`src/rtl/iox_pkg.sv`:
```
// Shared constants and carrier types for the I/O expander
package iox_pkg;

    // ------------------------------------------------------------
    // Timing
    // ------------------------------------------------------------
    localparam int CLK_NS   = 8;
    localparam int SPIKE_NS = 50;
    // Least time, so round up to whole cycles
    localparam int FILT_CYC = (SPIKE_NS + CLK_NS - 1) / CLK_NS;
    localparam int FILT_W   = 3;
    localparam logic [FILT_W-1:0] FILT_LAST = FILT_W'(FILT_CYC - 1);
    localparam logic [3:0] INIT_CYC  = 4'(FILT_CYC + 3);

    // ------------------------------------------------------------
    // Synchroniser vector layout
    // ------------------------------------------------------------
    localparam int SYNC_W    = 13;
    localparam int SCL_BIT   = 0;
    localparam int SDA_BIT   = 1;
    localparam int PIN_LSB   = 2;
    localparam int STRAP_LSB = 10;
    localparam logic [SYNC_W-1:0] SYNC_RST = 13'h03ff;

    // ------------------------------------------------------------
    // Slave address and command byte
    // ------------------------------------------------------------
    localparam logic [3:0] ADDR_HI   = 4'h4;
    localparam logic [3:0] BYTE_BITS = 4'h8;
    localparam logic [1:0] SEL_IN    = 2'h0;
    localparam logic [1:0] SEL_OUT   = 2'h1;
    localparam logic [1:0] SEL_POL   = 2'h2;
    localparam logic [1:0] SEL_CFG   = 2'h3;

    // ------------------------------------------------------------
    // Register reset values
    // ------------------------------------------------------------
    localparam logic [7:0] OUT_RST = 8'hff;
    localparam logic [7:0] POL_RST = 8'h00;
    localparam logic [7:0] CFG_RST = 8'hff;

    // ------------------------------------------------------------
    // Types
    // ------------------------------------------------------------
    typedef enum logic [3:0] {
        ST_IDLE      = 4'h0,
        ST_ADDR      = 4'h1,
        ST_ADDR_ACK  = 4'h2,
        ST_CMD       = 4'h3,
        ST_CMD_ACK   = 4'h4,
        ST_WDATA     = 4'h5,
        ST_WDATA_ACK = 4'h6,
        ST_RDATA     = 4'h7,
        ST_RDATA_ACK = 4'h8
    } iox_state_t;

    typedef struct packed {
        logic [7:0] hs;
        logic [7:0] ls;
        logic [7:0] o;
        logic [7:0] oe;
    } iox_pin_drv_t;

endpackage : iox_pkg

```
`src/rtl/iox_sync.sv`:
```
// Two-flop synchroniser with per-bit spike filter
`timescale 1ns/100ps
`default_nettype none
module iox_sync
    import iox_pkg::*;
#(
    parameter int              W   = SYNC_W,
    parameter logic [W-1:0]    RST = SYNC_RST
) (
    // Clock and reset
    input  wire logic         clk,
    input  wire logic         reset,
    // Raw and filtered levels
    input  wire logic [W-1:0] din,
    output logic      [W-1:0] dout
);

    typedef struct packed {
        logic [W-1:0]             s1;
        logic [W-1:0]             s2;
        logic [W-1:0]             q;
        logic [W-1:0][FILT_W-1:0] cnt;
    } iox_sync_st_t;

    iox_sync_st_t st_reg;
    iox_sync_st_t st_next;

    // ------------------------------------------------------------
    // Filter: level must hold past the spike time
    // ------------------------------------------------------------
    always_comb begin
        st_next    = st_reg;
        st_next.s1 = din;
        st_next.s2 = st_reg.s1;
        for (int i = 0; i < W; i++) begin
            if (st_reg.s2[i] == st_reg.q[i]) begin
                st_next.cnt[i] = '0;
            end else if (st_reg.cnt[i] == FILT_LAST) begin
                st_next.q[i]   = st_reg.s2[i];
                st_next.cnt[i] = '0;
            end else begin
                st_next.cnt[i] = st_reg.cnt[i] + 3'h1;
            end
        end
    end

    always_ff @(posedge clk or posedge reset) begin
        if (reset) begin
            st_reg <= '{s1: RST, s2: RST, q: RST, cnt: '0};
        end else begin
            st_reg <= st_next;
        end
    end

    assign dout = st_reg.q;
endmodule : iox_sync
`default_nettype wire

```
`src/rtl/iox_pin_drv.sv`:
```
// Port pin drivers and polarity-corrected input value
`timescale 1ns/100ps
`default_nettype none
module iox_pin_drv
    import iox_pkg::*;
(
    // Clock and reset
    input  wire logic       clk,
    input  wire logic       reset,
    // Register values
    input  wire logic [7:0] cfg,
    input  wire logic [7:0] outp,
    input  wire logic [7:0] pol,
    // Filtered pin levels
    input  wire logic [7:0] pins,
    output logic      [7:0] in_val,
    // Pin drive
    output iox_pin_drv_t    drv
);

    iox_pin_drv_t drv_reg;
    iox_pin_drv_t drv_next;

    // ------------------------------------------------------------
    // Drivers
    // ------------------------------------------------------------
    always_comb begin
        drv_next.oe = ~cfg;
        drv_next.o  = outp;
        drv_next.hs = ~cfg & outp;
        drv_next.ls = ~cfg & ~outp;
    end

    always_ff @(posedge clk or posedge reset) begin
        if (reset) begin
            drv_reg <= '0;
        end else begin
            drv_reg <= drv_next;
        end
    end

    assign drv    = drv_reg;
    assign in_val = pins ^ pol;
endmodule : iox_pin_drv
`default_nettype wire

```
`src/rtl/iox_expander.sv`:
```
// Two-wire slave 8-bit I/O expander with change alert
// Function
// - Alert low while input pin differs snapshot
// - Rising or falling input edge raises alert
// - Alert clears on return or input read
// - Read clears alert at preceding ack edge
// - Changes after clearing are signalled again
// - Other slaves' traffic leaves alert untouched
// - Output-mode pins never raise the alert
// - Output-to-input switch may alert at once
// - Alert output is open-drain, never high
// - Input pins have both drivers off
// - Output pins drive side chosen by latch
// - Reset loads defaults and idles slave
// - All pins inputs after power-up
// - Input value inverted where polarity set
// - Every register readable over the bus
// - Three straps set low address bits
// - Four 8-bit registers, bit per pin
// - Slave address is 0100 plus straps
// - Command low bits select the register
// - Selected register kept until new command
// - Direction 1 is input, 0 output
`timescale 1ns/100ps
`default_nettype none
module iox_expander
    import iox_pkg::*;
(
    // Clock and reset
    input  wire logic       clk,
    input  wire logic       reset,
    // Two-wire bus
    input  wire logic       scl_in,
    input  wire logic       sda_in,
    output logic            sda_out,
    output logic            sda_oe,
    // Address straps
    input  wire logic       addr_strap_0,
    input  wire logic       addr_strap_1,
    input  wire logic       addr_strap_2,
    // Port pins
    input  wire logic [7:0] io_pins_in,
    output logic      [7:0] io_pins_out,
    output logic      [7:0] io_pins_oe,
    output logic      [7:0] high_side_driver,
    output logic      [7:0] low_side_driver,
    // Change alert, open-drain
    output logic            int_n_out,
    output logic            int_n_oe
);

    typedef struct packed {
        iox_state_t state;
        logic [3:0] bitn;
        logic [7:0] sh;
        logic [7:0] tx;
        logic       rw;
        logic [1:0] sel;
        logic [7:0] outp;
        logic [7:0] pol;
        logic [7:0] cfg;
        logic [7:0] snap;
        logic       alert;
        logic       init;
        logic [3:0] initc;
        logic       drv;
        logic       scl_d;
        logic       sda_d;
    } iox_st_t;
    iox_st_t           st_reg;
    iox_st_t           st_next;
    logic [SYNC_W-1:0] filt;
    logic [7:0]        pins;
    logic [7:0]        in_val;
    logic [2:0]        strap;
    logic              scl, sda;
    logic              scl_rise, scl_fall;
    logic              start_det, stop_det, read_load;
    iox_pin_drv_t      pdrv;

    // ------------------------------------------------------------
    // Input conditioning
    // ------------------------------------------------------------
    iox_sync #(.W (SYNC_W), .RST (SYNC_RST)) u_sync (
        .clk   (clk),
        .reset (reset),
        .din   ({addr_strap_2, addr_strap_1, addr_strap_0,
                 io_pins_in, sda_in, scl_in}),
        .dout  (filt)
    );

    assign scl   = filt[SCL_BIT];
    assign sda   = filt[SDA_BIT];
    assign pins  = filt[PIN_LSB +: 8];
    assign strap = filt[STRAP_LSB +: 3];
    assign scl_rise  = scl & ~st_reg.scl_d;
    assign scl_fall  = ~scl & st_reg.scl_d;
    // Data edges only count while the clock stays high
    assign start_det = scl & st_reg.scl_d & st_reg.sda_d & ~sda;
    assign stop_det  = scl & st_reg.scl_d & ~st_reg.sda_d & sda;

    // ------------------------------------------------------------
    // Pin drivers
    // ------------------------------------------------------------
    iox_pin_drv u_pin_drv (
        .clk    (clk),
        .reset  (reset),
        .cfg    (st_reg.cfg),
        .outp   (st_reg.outp),
        .pol    (st_reg.pol),
        .pins   (pins),
        .in_val (in_val),
        .drv    (pdrv)
    );

    // ------------------------------------------------------------
    // Register read multiplexer
    // ------------------------------------------------------------
    function automatic logic [7:0] reg_mux(input logic [1:0] sel,
        input logic [7:0] inv, outp, pol, cfg);
        case (sel)
            SEL_IN:  return inv;
            SEL_OUT: return outp;
            SEL_POL: return pol;
            default: return cfg;
        endcase
    endfunction : reg_mux

    // ------------------------------------------------------------
    // Slave state machine
    // ------------------------------------------------------------
    always_comb begin
        st_next       = st_reg;
        st_next.scl_d = scl;
        st_next.sda_d = sda;
        read_load     = 1'b0;
        // Snapshot tracks pins until the filter has settled
        if (!st_reg.init) begin
            st_next.initc = st_reg.initc + 4'h1;
            st_next.snap  = pins;
            if (st_reg.initc == INIT_CYC) begin
                st_next.init = 1'b1;
            end
        end

        case (st_reg.state)
            ST_ADDR, ST_CMD, ST_WDATA: begin
                if (scl_rise) begin
                    st_next.sh   = {st_reg.sh[6:0], sda};
                    st_next.bitn = st_reg.bitn + 4'h1;
                end else if (scl_fall && st_reg.bitn == BYTE_BITS) begin
                    st_next.bitn = '0;
                    st_next.drv  = 1'b1;
                    if (st_reg.state == ST_ADDR) begin
                        if (st_reg.sh[7:1] == {ADDR_HI, strap}) begin
                            st_next.rw    = st_reg.sh[0];
                            st_next.state = ST_ADDR_ACK;
                        end else begin
                            // Other slave addressed: stay silent
                            st_next.drv   = 1'b0;
                            st_next.state = ST_IDLE;
                        end
                    end else if (st_reg.state == ST_CMD) begin
                        st_next.sel   = st_reg.sh[1:0];
                        st_next.state = ST_CMD_ACK;
                    end else begin
                        // Writes to the input register are ignored
                        case (st_reg.sel)
                            SEL_OUT: st_next.outp = st_reg.sh;
                            SEL_POL: st_next.pol  = st_reg.sh;
                            SEL_CFG: st_next.cfg  = st_reg.sh;
                            default: ;
                        endcase
                        st_next.state = ST_WDATA_ACK;
                    end
                end
            end
            ST_ADDR_ACK: begin
                if (scl_rise && st_reg.rw) begin
                    read_load = 1'b1;
                end
                if (scl_fall) begin
                    if (st_reg.rw) begin
                        st_next.state = ST_RDATA;
                        st_next.drv   = ~st_reg.tx[7];
                    end else begin
                        st_next.state = ST_CMD;
                        st_next.drv   = 1'b0;
                    end
                end
            end
            ST_CMD_ACK, ST_WDATA_ACK: begin
                if (scl_fall) begin
                    st_next.state = ST_WDATA;
                    st_next.drv   = 1'b0;
                end
            end
            ST_RDATA: begin
                if (scl_rise) begin
                    st_next.tx   = {st_reg.tx[6:0], 1'b0};
                    st_next.bitn = st_reg.bitn + 4'h1;
                end else if (scl_fall) begin
                    if (st_reg.bitn == BYTE_BITS) begin
                        st_next.bitn  = '0;
                        st_next.drv   = 1'b0;
                        st_next.state = ST_RDATA_ACK;
                    end else begin
                        st_next.drv   = ~st_reg.tx[7];
                    end
                end
            end
            ST_RDATA_ACK: begin
                if (scl_rise) begin
                    if (!sda) begin
                        read_load = 1'b1;
                    end else begin
                        st_next.state = ST_IDLE;
                    end
                end else if (scl_fall) begin
                    st_next.state = ST_RDATA;
                    st_next.drv   = ~st_reg.tx[7];
                end
            end
            default: begin
                st_next.drv = 1'b0;
            end
        endcase
        // Clear happens on the ack rise; a pin change on the same
        // edge lands in the snapshot and is not flagged
        if (read_load) begin
            st_next.tx = reg_mux(st_reg.sel, in_val, st_reg.outp,
                                 st_reg.pol, st_reg.cfg);
            if (st_reg.sel == SEL_IN) begin
                st_next.snap = pins;
            end
        end
        // Start and stop win over any byte in flight
        if (start_det) begin
            st_next.state = ST_ADDR;
            st_next.bitn  = '0;
            st_next.drv   = 1'b0;
        end else if (stop_det) begin
            st_next.state = ST_IDLE;
            st_next.drv   = 1'b0;
        end
        // Live compare, so a return to the old level clears too;
        // new direction bits count at once
        st_next.alert = st_next.init
                      & (|((pins ^ st_next.snap) & st_next.cfg));
    end

    always_ff @(posedge clk or posedge reset) begin
        if (reset) begin
            st_reg <= '{state: ST_IDLE, bitn: '0, sh: '0, tx: '0,
                        rw: 1'b0, sel: SEL_IN, outp: OUT_RST,
                        pol: POL_RST, cfg: CFG_RST, snap: '0,
                        alert: 1'b0, init: 1'b0, initc: '0,
                        drv: 1'b0, scl_d: 1'b1, sda_d: 1'b1};
        end else begin
            st_reg <= st_next;
        end
    end

    // ------------------------------------------------------------
    // Outputs
    // ------------------------------------------------------------
    assign sda_out          = 1'b0;
    assign sda_oe           = st_reg.drv;
    assign int_n_out        = 1'b0;
    assign int_n_oe         = st_reg.alert;
    assign io_pins_out      = pdrv.o;
    assign io_pins_oe       = pdrv.oe;
    assign high_side_driver = pdrv.hs;
    assign low_side_driver  = pdrv.ls;
endmodule : iox_expander
`default_nettype wire

```
`config.mk`:
```
export PLATFORM = sky130hd
export DESIGN_NAME = iox_expander
export DESIGN_NICKNAME = d
export VERILOG_FILES = /design/src/rtl/iox_pkg.sv /design/src/rtl/iox_sync.sv /design/src/rtl/iox_pin_drv.sv /design/src/rtl/iox_expander.sv
export SDC_FILE = /design/constraint.sdc
export NUM_CORES = 1
export LEC_CHECK = 0
export BUFFER_PORTS_ARGS = -buffer_cell sky130_fd_sc_hd__buf_4
export CAP_MARGIN = 15
export CORE_MARGIN = 1
export CORE_UTILIZATION = 50
export CTS_CLUSTER_DIAMETER = 50
export DETAILED_ROUTE_END_ITERATION = 6
export PLACE_DENSITY = 0.79
export SLEW_MARGIN = 25
export SYNTH_ARGS = -nofsm -noshare
export SYNTH_HDL_FRONTEND = slang
export SYNTH_SLANG_ARGS = --single-unit
```
`constraint.sdc`:
```
create_clock -name clk -period 10.3 [get_ports clk]
set_input_delay 1.545 -clock clk [delete_from_list [all_inputs] [get_ports clk]]
set_output_delay 1.545 -clock clk [all_outputs]
set_load 0.02 [all_outputs]
```
After elaboration in Yosys (flattened, before gate mapping)
Index checks and enable logic that the tools add are counted.
Cells by class
  equal/unequal tests: 54
  bitwise operators: 36
  add/sub/neg operators: 15
  reductions and logical operators: 32
  muxes and demuxes: 81
Operators by type and width (number)
  $mux W8: 15
  $mux W3: 27
  $mux W4: 13
  $ne A4 B4 Y1 const B: 12
  $add A3 B1 Y3 const B: 13
  $eq A3 B3 Y1 const B: 13
  $reduce_and A2 Y1: 15
  $and A8 B8 Y8: 3
  $pmux W8 S3: 1
  $not A1 Y1: 21
  $pmux W4 S5: 1
  $mux W1: 18
  $eq A4 B3 Y1 const B: 4
  $not A8 Y8: 2
  $xor A8 B8 Y8: 2
  $eq A1 B1 Y1: 13
  $eq A4 B4 Y1 const B: 3
  $reduce_and A6 Y1: 2
  $reduce_and A10 Y1: 1
  $reduce_and A5 Y1: 2
  $add A4 B1 Y4 const B: 2
  $and A1 B1 Y1: 8
  $eq A4 B2 Y1 const B: 2
  $pmux W4 S2: 1
  20 further kinds: 24
Storage, ports and cells
  flip-flop bits (word level): 178
  output and inout bits: 36
  bits of input ports: 15
  word-level logic and storage cells: 266

Longest topological paths before layout
Gate-level depths: netlist (run 1).
  depth after elaboration: 10
  mapped depth: 8
  depth with buffers taken out: 7

By module
From an unflattened synthesis (run 1), not the netlist that was laid out.
Second synthesis, totals
  cell total of the unflattened synthesis: 592
  area total of the unflattened synthesis: 7661.1 um2
By module, submodules not included
  iox_expander: sequential area each 1724.2 um2, times used 1, cells an instance 305, area an instance 3626.0 um2
  iox_sync: sequential area each 1989.4 um2, times used 1, cells an instance 222, area an instance 3050.4 um2
  iox_pin_drv: sequential area each 800.8 um2, times used 1, cells an instance 65, area an instance 984.7 um2

Worst setup path before layout (run 1)
OpenSTA, ideal clock, no wires.
  kind: register to register
  start: register st_reg[1] (netlist bit)
  end: register st_reg[25] (netlist bit)
  arrival time: 2.042 ns
  period minus slack after synthesis: 2.167 ns
  path buffers: 0
  data required time: 10.175 ns
  setup time: 0.125 ns
  stages on the path, launching flop included: 8
  slack: 8.133 ns
  path through: dfstp_2 > inv_1 > ha_1 > nand4bb_1 > or2_2 > nor3b_1 > nand3b_1 > mux2_2
On the way
  cells in the longest elaborated chain, start to end: 4
  elaborated cells between the ends (all ways): 6
  those cells by class: bitwise (4); reduce/logical (2)
Ends and longest elaborated chain
  start: declaration: RTL line iox_expander.sv:70  | iox_st_t st_reg;
  start signal: assignment: RTL line iox_expander.sv:254  | st_reg <= '{state: ST_IDLE, bitn: '0, sh: '0, tx: '0,
  start signal: assignment: RTL line iox_expander.sv:260  | st_reg <= st_next;
  $not A1 Y1: RTL line iox_expander.sv:96  | assign scl_rise = scl & ~st_reg.scl_d;
  $and A1 B1 Y1: RTL line iox_expander.sv:96
  $not A1 Y1 (no source line)
  $reduce_and A6 Y1 (no source line) (*)
Mark *: on every way between the ends. The rest lies on a longest branch, timed or not.
A chain may end at the register's enable or synchronous reset.

==> key figures, run 1 <==
Placement
  • Dpl cells: between 800 and 900
  • DP Worst Slack: between 7 and 8 ns
  • Hpwl dp: around 9500 um
  • RePlAce Congestion: between 0.8 and 0.9
  • Port Buf Inserts: between 40 and 50

CTS
  • Post-CTS setup buffer count: 0
  • Clock network latency to the later pin of the worst-skew pair: 0.43 ns
  • Clock transition at path regs: about 0.070 ns
  • Deepest clock path buffer count: 2
  • Clk root buf: clkbuf_16
  • CTS Sinks: roughly 180
  • TritonCTS clock tree: yes
  • H-tree Lvls: 4
  • Inserted Clock Buffers: 17
  • Hold-fix buffers, CTS: 0
  • Post_cts resized: 0

Global route
  • Vias in the first global route: about 4800
  • Grt total ovfl: 0
  • Initial antenna violation count: 0
  • First-pass GRT wire length: between 20000 and 25000 um
  • Largest net degree at the start of global routing: 115
  • All-layer global routing usage: 19.69%

Critical path
  • Worst R2R Start: u_sync.dout[0]
  • CP top delay family: compound AO/OA/AOI/OAI gates
  • Crit path cell chain: ha_1, inv_1, a2111oi_4, a21boi_2, o211ai_1, o311ai_0
  • Crit-path max FO: 18
  • CP bufs+invs: 1
  • Critical Path RT: 10.59 ns
  • Worst EP arrival: between 3 and 4 ns
  • CP max stage delay: around 0.69 ns
  • CP Capture Type: flop
  • CP max-delay cell: a2111oi_4
  • Crit path kind: reg2reg
  • Crit. Startpoint: u_sync.dout[0]
  • Critical Path Start Type: flop

Logic synthesis
  • Dominant synthesized flop cell: dfrtp_1
  • Synthesis-stage register bit count: 178
  • Yosys warns: 0
  • Yosys cell types: 49
  • Mapped cell area: 7455 um^2
  • Sequential fraction of the synthesis area: 60.56%
  • Syn avg cell area: around 12 um^2
  • FFs w/ async S/R, synth: 100.0%
  • Cells after Synth: between 600 and 700
  • Post-synth EDFFs: 0

Power and ir drop
  • PD cells: 223.8 nW/um^2
  • Maximum vdd drop: 0.1210 mV
  • Clock network power share: 32.9%
  • Internal: around 1.3 mW
  • Sequential power share: between 40% and 50%
  • Sw Ratio: 30.54%
  • Leakage power: 3.806 nW
  • NetSw: 586.3 uW
  • Combinational power share: between 10% and 20%

Floorplanning
  • Die width: about 120 um
  • Core region area: between 10000 and 15000 um^2
  • IO Pins: a little over 50
  • FP Rows: 44
  • Die H: about 120 um
  • Initial core utilization: 51.29%
  • Die area: ~15000 um^2

STA
  • RSZ-0062 raised after global routing: no
  • Setup Skew: 0.007055 ns
  • Final Critical Period: ~2.7 ns
  • Final hold violations: 0
  • Setup TNS: 0 ns
  • Min setup slack post-route: roughly 7.6 ns
  • Pins Over Slew Limit: 0
  • Worst relative slew slack: approximately 45%
  • Max Freq: ~0.37 GHz
  • Setup violators final: 0
  • Worst Tran Pin Value: a little over 0.8 ns
  • Crit share post-route: 26.46%

Finish
  • Layout area overhead: 15.07%
  • Share of layout cells above drive strength 1: approximately 28%
  • Fin nets: 701
  • Layout Cells excl Fill: 876
  • N_diodes: 0
  • Core Util, Final: around 59%
  • Max reg flops: 66

Routing
  • Drt wl/cell: about 16 um
  • Pre-antenna DRT Iters: 5
  • Wirelength, routed: 13880 um
  • Vias: between 4000 and 5000
  • Routed vias/inst: between 5 and 6
  • Routed Antenna Nets: 0
  • 1st-iter DRT viols: 442
  • Residual DRC count: 0

Hold path
  • Hold Startpoint: u_sync.st_next[62]
  • Hold Crit Class: reg2reg

Flow run
  • Number of max-cap violations: 0

Status
  • Outcome: finished, final reports clean
[power by group through the flow]
stage | sequential [mW] | combinational [mW] | clock (mW)
floorplan | 0.899 | 0.301 | 0
global placement | 0.933 | 0.321 | 0
detailed placement | 0.950 | 0.344 | 0
CTS | 0.938 | 0.349 | 0.643
global route | 0.958 | 0.395 | 0.673
finish | 0.941 | 0.347 | 0.632
[worst reg2reg max path: stages (launching register included)]
cell       delay (ns)
dfstp_2          0.59
ha_1             0.41
inv_1            0.23
a2111oi_4        0.69
a21boi_2         0.32
o211ai_1         0.19
o311ai_0         0.16
[kinds of logic (layout without fill, tap and decap cells)]
logic type               after synthesis  in the layout  share of synthesized area, %
AND/OR/NAND/NOR                      183            183                         12.27
flip-flops                           178            178                         60.56
AO/OA/AOI/OAI                         99             99                         8.392
multiplexers                          72             72                         10.67
buffers and inverters                 50            115                         2.652
XOR/XNOR                              36             36                         4.230
adder cells (fa/ha/maj)                7              7                         1.175
other                                  1              2                       0.05030
[final timing paths]
kind	cells past startpoint	slack [ns]	to
max	6	7.57	int_n_oe
min	0	0.35	u_sync.st_reg[62]
max reg2reg	6	7.57	int_n_oe
min reg2reg	0	0.35	u_sync.st_reg[62]
max in group asynchronous	3	7.73	u_sync.st_reg[5]
min in group asynchronous	2	1.22	u_sync.st_reg[29]
[stage by stage]
stage	power [mW]	instance area, um^2	hold WS, ns
floorplan	1.200	7458	0.3312
global placement	1.254	7995	0.3369
detailed placement	1.294	7995	0.3355
CTS	1.929	8576	0.3490
global route	2.025	8578	0.3494
finish	1.920	8578	0.3467
[cell usage in the layout, fill, tap and decap left out, drive strengths merged, types with 5 or more instances in the layout]
| master | n |
|---|---|
| a22oi | 6 |
| nor2b | 18 |
| nor3 | 13 |
| a211oi | 13 |
| buf | 50 |
| nand3b | 16 |
| mux2i | 12 |
| nand2 | 45 |
| nand3 | 5 |
| ha | 7 |
| nand2b | 5 |
| o21ai | 29 |
| mux2 | 60 |
| dfstp | 48 |
| xnor2 | 28 |
| a21oi | 31 |
| nor2 | 58 |
| clkbuf | 21 |
| dfrtp | 130 |
| xor2 | 8 |
| inv | 35 |
[synth_stat cells, types with 3 or more instances]
library cell,n,share of area [%]
inv_1,33,1.7
nor3_1,13,0.87
nand3_1,5,0.34
nand2b_1,5,0.42
o21ai_0,29,1.9
mux2i_1,12,1.6
dfstp_2,48,17
nand2_1,45,2.3
nor2_1,58,2.9
xnor2_1,28,3.3
nand3b_1,16,1.6
nor3b_1,3,0.30
nor2b_1,18,1.5
a21oi_1,31,2.1
a22oi_1,6,0.60
a211oi_1,13,1.3
a211o_1,4,0.47
ha_1,7,1.2
mux2_2,60,9.1
nand4_1,3,0.25
clkbuf_1,11,0.55
and2_1,3,0.25
dfrtp_1,130,44
xor2_1,8,0.94
[metal layers]
| metal | vias to the layer above | wire length, um | GRT usage, % |
|---|---|---|---|
| met5 | - | 0 | 0 |
| met4 | 0 | 376 | 8.557 |
| met3 | 30 | 538 | 5.037 |
| met2 | 114 | 7139 | 32.98 |
| met1 | 2403 | 5827 | 24.03 |
| li1 | 2249 | - | - |
[final cells by class]
type / count / area (um^2)
fill: 1166 / 5956
timing repair buffer: 50 / 375.4
multi-input combinational: 399 / 2746
sequential: 178 / 4514
clock buffer: 21 / 450.4
clock inverter: 11 / 130.1
tap: 184 / 230.2
inverter: 33 / 131.4
(Power assumes the default switching activity.)
==> run 2, diff against run 1 <==
PLACE_DENSITY = 0.82   (was 0.79)
clock period = 2.2 ns   (was 10.3 ns; I/O delays follow)
==> key figures, run 2 (synthesized netlist as in run 1, its figures left out) <==
Status
  • Outcome: finished, final reports clean

Floorplanning
  • FP Rows: between 40 and 50
  • IO Pins: approximately 50
  • Die width: around 120 um
  • Die area: roughly 15000 um^2
  • Core region area: between 10000 and 15000 um^2
  • Die H: about 120 um
  • Initial core utilization: a little over 50%

Finish
  • Core Util, Final: a little over three fifths
  • Commonest non-fill, non-tap cell in the layout: dfrtp_1
  • Commonest cells after routing, fill and taps aside: dfrtp_1, buf_4, mux2_2
  • N_diodes: 0
  • Layout area overhead: 22.00%
  • Fin nets: roughly 750
  • Max reg flops: 66
  • Share of layout cells above drive strength 1: 32.02%

CTS
  • Clk root buf: clkbuf_16
  • TritonCTS clock tree: yes
  • CTS Sinks: roughly 180
  • Clock transition at path regs: ~0.07 ns
  • Deepest clock path buffer count: 2
  • Inserted Clock Buffers: 17
  • H-tree Lvls: 4
  • Clock network latency to the later pin of the worst-skew pair: 0.44 ns

Power and ir drop
  • PD cells: between 1000 and 1500 nW/um^2
  • Combinational power share: 20.8%
  • Tot Pwr: approximately 9.6 mW
  • Sw Ratio: 30.92%
  • Maximum vdd drop: between 0.6 and 0.7 mV
  • Internal: 6.641 mW
  • Leakage power: 4.078 nW
  • NetSw: slightly below 3 mW
  • Sequential power share: about 45%
  • Clock network power share: 34.2%

STA
  • Final Critical Period: roughly 2.2 ns
  • Final hold violations: 0
  • Setup Skew: ~0.013 ns
  • Crit share post-route: 98.33%
  • Setup violators final: 0
  • Max Freq: roughly 0.46 GHz
  • Pins Over Slew Limit: 0

Placement
  • RePlAce Congestion: between 0.9 and 1
  • Hpwl dp: 10090 um
  • Port Buf Inserts: 48

Critical path
  • CP top delay family: simple AND/OR/NAND/NOR gates
  • Crit-path max FO: 8
  • Crit path kind: reg2reg
  • CP bufs+invs: 2
  • Crit path cell chain: buf_4, ha_1, nand4bb_1, or2_4, nor3b_4, nand3b_1, buf_4, mux2_2
  • Critical Path RT: between 2 and 3 ns
  • Worst EP arrival: between 2 and 2.5 ns
  • CP Capture Type: flop
  • Critical Path Start Type: flop
  • Most common cell on crit path: buf_4
  • CP max-delay cell: dfstp_2
  • CP max stage delay: ~0.53 ns

Global route
  • Initial antenna violation count: 0
  • Largest net degree at the start of global routing: 65
  • First-pass GRT wire length: ~24000 um
  • Vias in the first global route: around 5000
  • Grt total ovfl: 0
  • All-layer global routing usage: between 20% and 30%

Routing
  • DRT met1 WL: ~6400 um
  • Wirelength, routed: approximately 15000 um
  • Uppermost layer routed: met4
  • Routed Antenna Nets: 0
  • Vias: about 5100
  • Residual DRC count: 0
  • Pre-antenna DRT Iters: 7
  • Routed vias/inst: 5.498
  • Drt wl/cell: approximately 16 um
  • Met2 WL post-DR: 7915 um
  • Metal3 WL: about 550 um
  • 1st-iter DRT viols: between 300 and 400

Flow run
  • Number of max-cap violations: 0

Hold path
  • Hold Crit Class: reg2reg
-- run 2: layout make-up --
class / count / area (um^2)
clock buffers: 17 / 425.4
flip-flops and latches: 178 / 4514
repair buffers: 94 / 773.2
multi-input cells: 400 / 2800
inverters: 33 / 131.4
fillers: 1086 / 5439
clock inverters: 15 / 220.2
well taps: 184 / 230.2
-- run 2: metrics by stage --
step | TNS, ns | hold WS (ns) | setup slack (ns) | instances | area, um^2
floorplan | -48.29 | 0.3312 | -0.3714 | 627 | 7462
global placement | 0 | 0.3083 | 0.02281 | 867 | 8192
detailed placement | -0.5716 | 0.3113 | -0.04677 | 867 | 8192
CTS | 0 | 0.3520 | 0.01480 | 913 | 8986
global route | -0.2939 | 0.3598 | -0.02838 | 921 | 9095
finish | 0 | 0.3500 | 0.03668 | 921 | 9095
-- run 2: metal layers --
layer  up-vias  global-route usage (%)
met4         0                   9.301
met3        31                   4.121
met1      2557                   24.95
met5         -                       0
li1       2339                       -
met2       137                   36.53
-- run 2: worst paths after layout --
check	startpoint	to	slack, ns	cells past startpoint
setup / recovery	st_reg[1]	st_reg[26]	0.04	8
hold reg to reg	u_sync.st_next[62]	u_sync.st_reg[62]	0.35	0
hold / removal	u_sync.st_next[62]	u_sync.st_reg[62]	0.35	0
setup reg to reg	st_reg[1]	st_reg[26]	0.04	8
max in group asynchronous	reset	u_sync.st_reg[61]	1.12	4
min in group asynchronous	reset	u_pin_drv.drv[27]	0.42	3
-- run 2: worst reg2reg max path, cell delays in order, from the launching register on --
cell	delay, ns
dfstp_2	0.53
buf_4	0.11
ha_1	0.18
nand4bb_1	0.16
or2_4	0.29
nor3b_4	0.22
nand3b_1	0.10
buf_4	0.18
mux2_2	0.28
-- run 2: repair_timing --
item	CTS	global route
resized for setup	2	11
pin swaps	0	7
endpoints found under the hold margin	19	0
buffers inserted	0	8
endpoints found under the setup margin	18	19
cloned	0	1
hold buffers	14	0
-- run 2: power by group through the flow --
| stage | Sequential [mW] | Clock [mW] | Combinational [mW] |
|---|---|---|---|
| 2_1_floorplan | 4.21 | 0 | 1.41 |
| 3_3_place_gp | 4.29 | 0 | 1.68 |
| 3_5_place_dp | 4.37 | 0 | 1.80 |
| 4_1_cts | 4.32 | 3.33 | 1.85 |
| 5_1_grt | 4.40 | 3.46 | 2.21 |
| 6_report | 4.33 | 3.28 | 2.00 |
==> run 3, diff against run 2 <==
PLACE_DENSITY = 0.79   (was 0.82)
TNS_END_PERCENT = 100   (was default)
clock period = 2.32 ns   (was 2.2 ns; I/O delays follow)
==> key figures, run 3 (synthesized netlist as in run 1, its figures left out) <==
Global route
  • Grt total ovfl: 0
  • Vias in the first global route: around 5000
  • First-pass GRT wire length: ~24000 um
  • Initial antenna violation count: 0
  • Largest net degree at the start of global routing: 54
  • All-layer global routing usage: between 20% and 30%

Power and ir drop
  • Maximum vdd drop: between 0.5 and 0.6 mV
  • Leakage power: around 3.9 nW
  • Tot Pwr: roughly 8.8 mW
  • PD cells: between 900 and 1000 nW/um^2

Critical path
  • CP max stage delay: around 0.52 ns
  • Critical Path Start Type: flop
  • CP top delay family: compound AO/OA/AOI/OAI gates
  • Worst EP arrival: 2.47 ns
  • WP depth: 6
  • Critical Path RT: about 2.6 ns
  • Crit-path max FO: 14
  • CP max-delay cell: dfrtp_1
  • R2r setup slk: 0.11 ns
  • Crit path cell chain: or3b_4, a2111oi_4, a21boi_2, buf_4, o211ai_1, o311ai_0
  • Worst R2R Start: st_reg[65]
  • CP Capture Type: flop
  • CP endpoint: int_n_oe
  • R2R Path End: int_n_oe
  • Crit. Startpoint: st_reg[65]
  • Reg2reg path depth: 6
  • Crit path kind: reg2reg
  • CP bufs+invs: 1

Floorplanning
  • FP Rows: 44
  • Die H: approximately 120 um
  • Die width: approximately 120 um
  • Initial core utilization: 51.29%
  • IO Pins: approximately 50
  • Die area: 15400 um^2
  • Core region area: 14530 um^2

Hold path
  • Hold Path Stages: 1
  • Hold Crit Class: in2reg

STA
  • Final hold violations: 0
  • Min setup slack post-route: ~0.11 ns
  • WHS: ~0.021 ns
  • Max Freq: roughly 0.45 GHz
  • Setup Skew: approximately 0.0056 ns
  • Final Critical Period: roughly 2.2 ns
  • Setup TNS: 0 ns
  • Setup violators final: 0
  • RSZ-0062 raised after global routing: no
  • Pins Over Slew Limit: 0
  • Crit share post-route: 95.34%

Placement
  • DP Worst Slack: 0.04854 ns
  • Hpwl dp: approximately 9400 um
  • Port Buf Inserts: 48
  • Dpl cells: approximately 860
  • Placement Cell Area: approximately 8200 um^2
  • RePlAce Congestion: about 0.89

Routing
  • Routed vias/inst: approximately 5.4
  • Routed Antenna Nets: 0
  • Wirelength, routed: around 14000 um
  • Pre-antenna DRT Iters: 5
  • Residual DRC count: 0
  • Vias: ~4800
  • 1st-iter DRT viols: approximately 340
  • Drt wl/cell: between 15 and 20 um

Finish
  • Commonest cells after routing, fill and taps aside: dfrtp_1, buf_4, mux2_2
  • Commonest non-fill, non-tap cell in the layout: dfrtp_1
  • Fin nets: 722
  • N_diodes: 0
  • Layout Cells excl Fill: roughly 900
  • Max reg flops: 66
  • Post-route cell area: about 9000 um^2
  • Share of layout cells above drive strength 1: between 30% and 40%
  • Core Util, Final: approximately 61%
  • Layout area overhead: 18.36%

Status
  • Outcome: finished, final reports clean

CTS
  • CTS Sinks: between 150 and 200
  • Clock network latency to the later pin of the worst-skew pair: roughly 0.43 ns
  • TritonCTS clock tree: yes
  • Inserted Clock Buffers: 17
  • Deepest clock path buffer count: 2
  • H-tree Lvls: 4
  • Clock transition at path regs: roughly 0.060 ns
  • Clk root buf: clkbuf_16

Flow run
  • Number of max-cap violations: 0
[run 3: changes by cell type in the layout (fill, tap and decap cells not counted), sizes merged]
cell | previous run | this run
a21boi | 2 | 1
buf | 80 | 69
clkbuf | 17 | 22
clkinv | 3 | 4
clkinvlp | 3 | 2
dlygate4sd3 | 14 | 2
inv | 38 | 33
[run 3: report_power, final]
| part | leakage [nW] | internal [mW] | total, mW | switching, mW |
|---|---|---|---|---|
| Sequential | 2.15 | 3.58 | 4.12 | 0.538 |
| Clock | 0.298 | 1.83 | 2.97 | 1.14 |
| Combinational | 1.49 | 0.782 | 1.69 | 0.905 |
| Total | 3.94 | 6.19 | 8.77 | 2.58 |
[run 3: repair_timing]
item | 4_1_cts | 5_1_grt
gates resized for setup | 0 | 4
hold buffers | 2 | 0
buffers inserted | 0 | 0
setup endpoints to repair | 0 | 17
hold endpoints to repair | 5 | 0
[run 3: final cells by class]
type                       count  area (um^2)
multi-input combinational    399         2765
clock inverter                10        156.4
inverter                      33        127.6
tap                          184        230.2
timing repair buffer          71        575.6
fill                        1122         5710
sequential                   178         4514
clock buffer                  22        454.2
[run 3: how the worst min path moves through the flow]
stage	end	start
5_1_grt	u_sync.st_next[63]	addr_strap_1
2_1_floorplan	u_sync.st_reg[62]	u_sync.st_next[62]
3_3_place_gp	u_pin_drv.drv[17]	reset
6_report	u_sync.st_next[63]	addr_strap_1
4_1_cts	u_sync.st_next[61]	io_pins_in[7]
3_5_place_dp	u_pin_drv.drv[25]	reset
[run 3: per-layer routing]
layer  up-vias  track usage [%]  wire length (um)
li1       2299                -                 -
met1      2382            25.08              6217
met2        95            34.36              7202
met3        34            5.037               512
met4         0            9.524               352
met5         -                0                 0
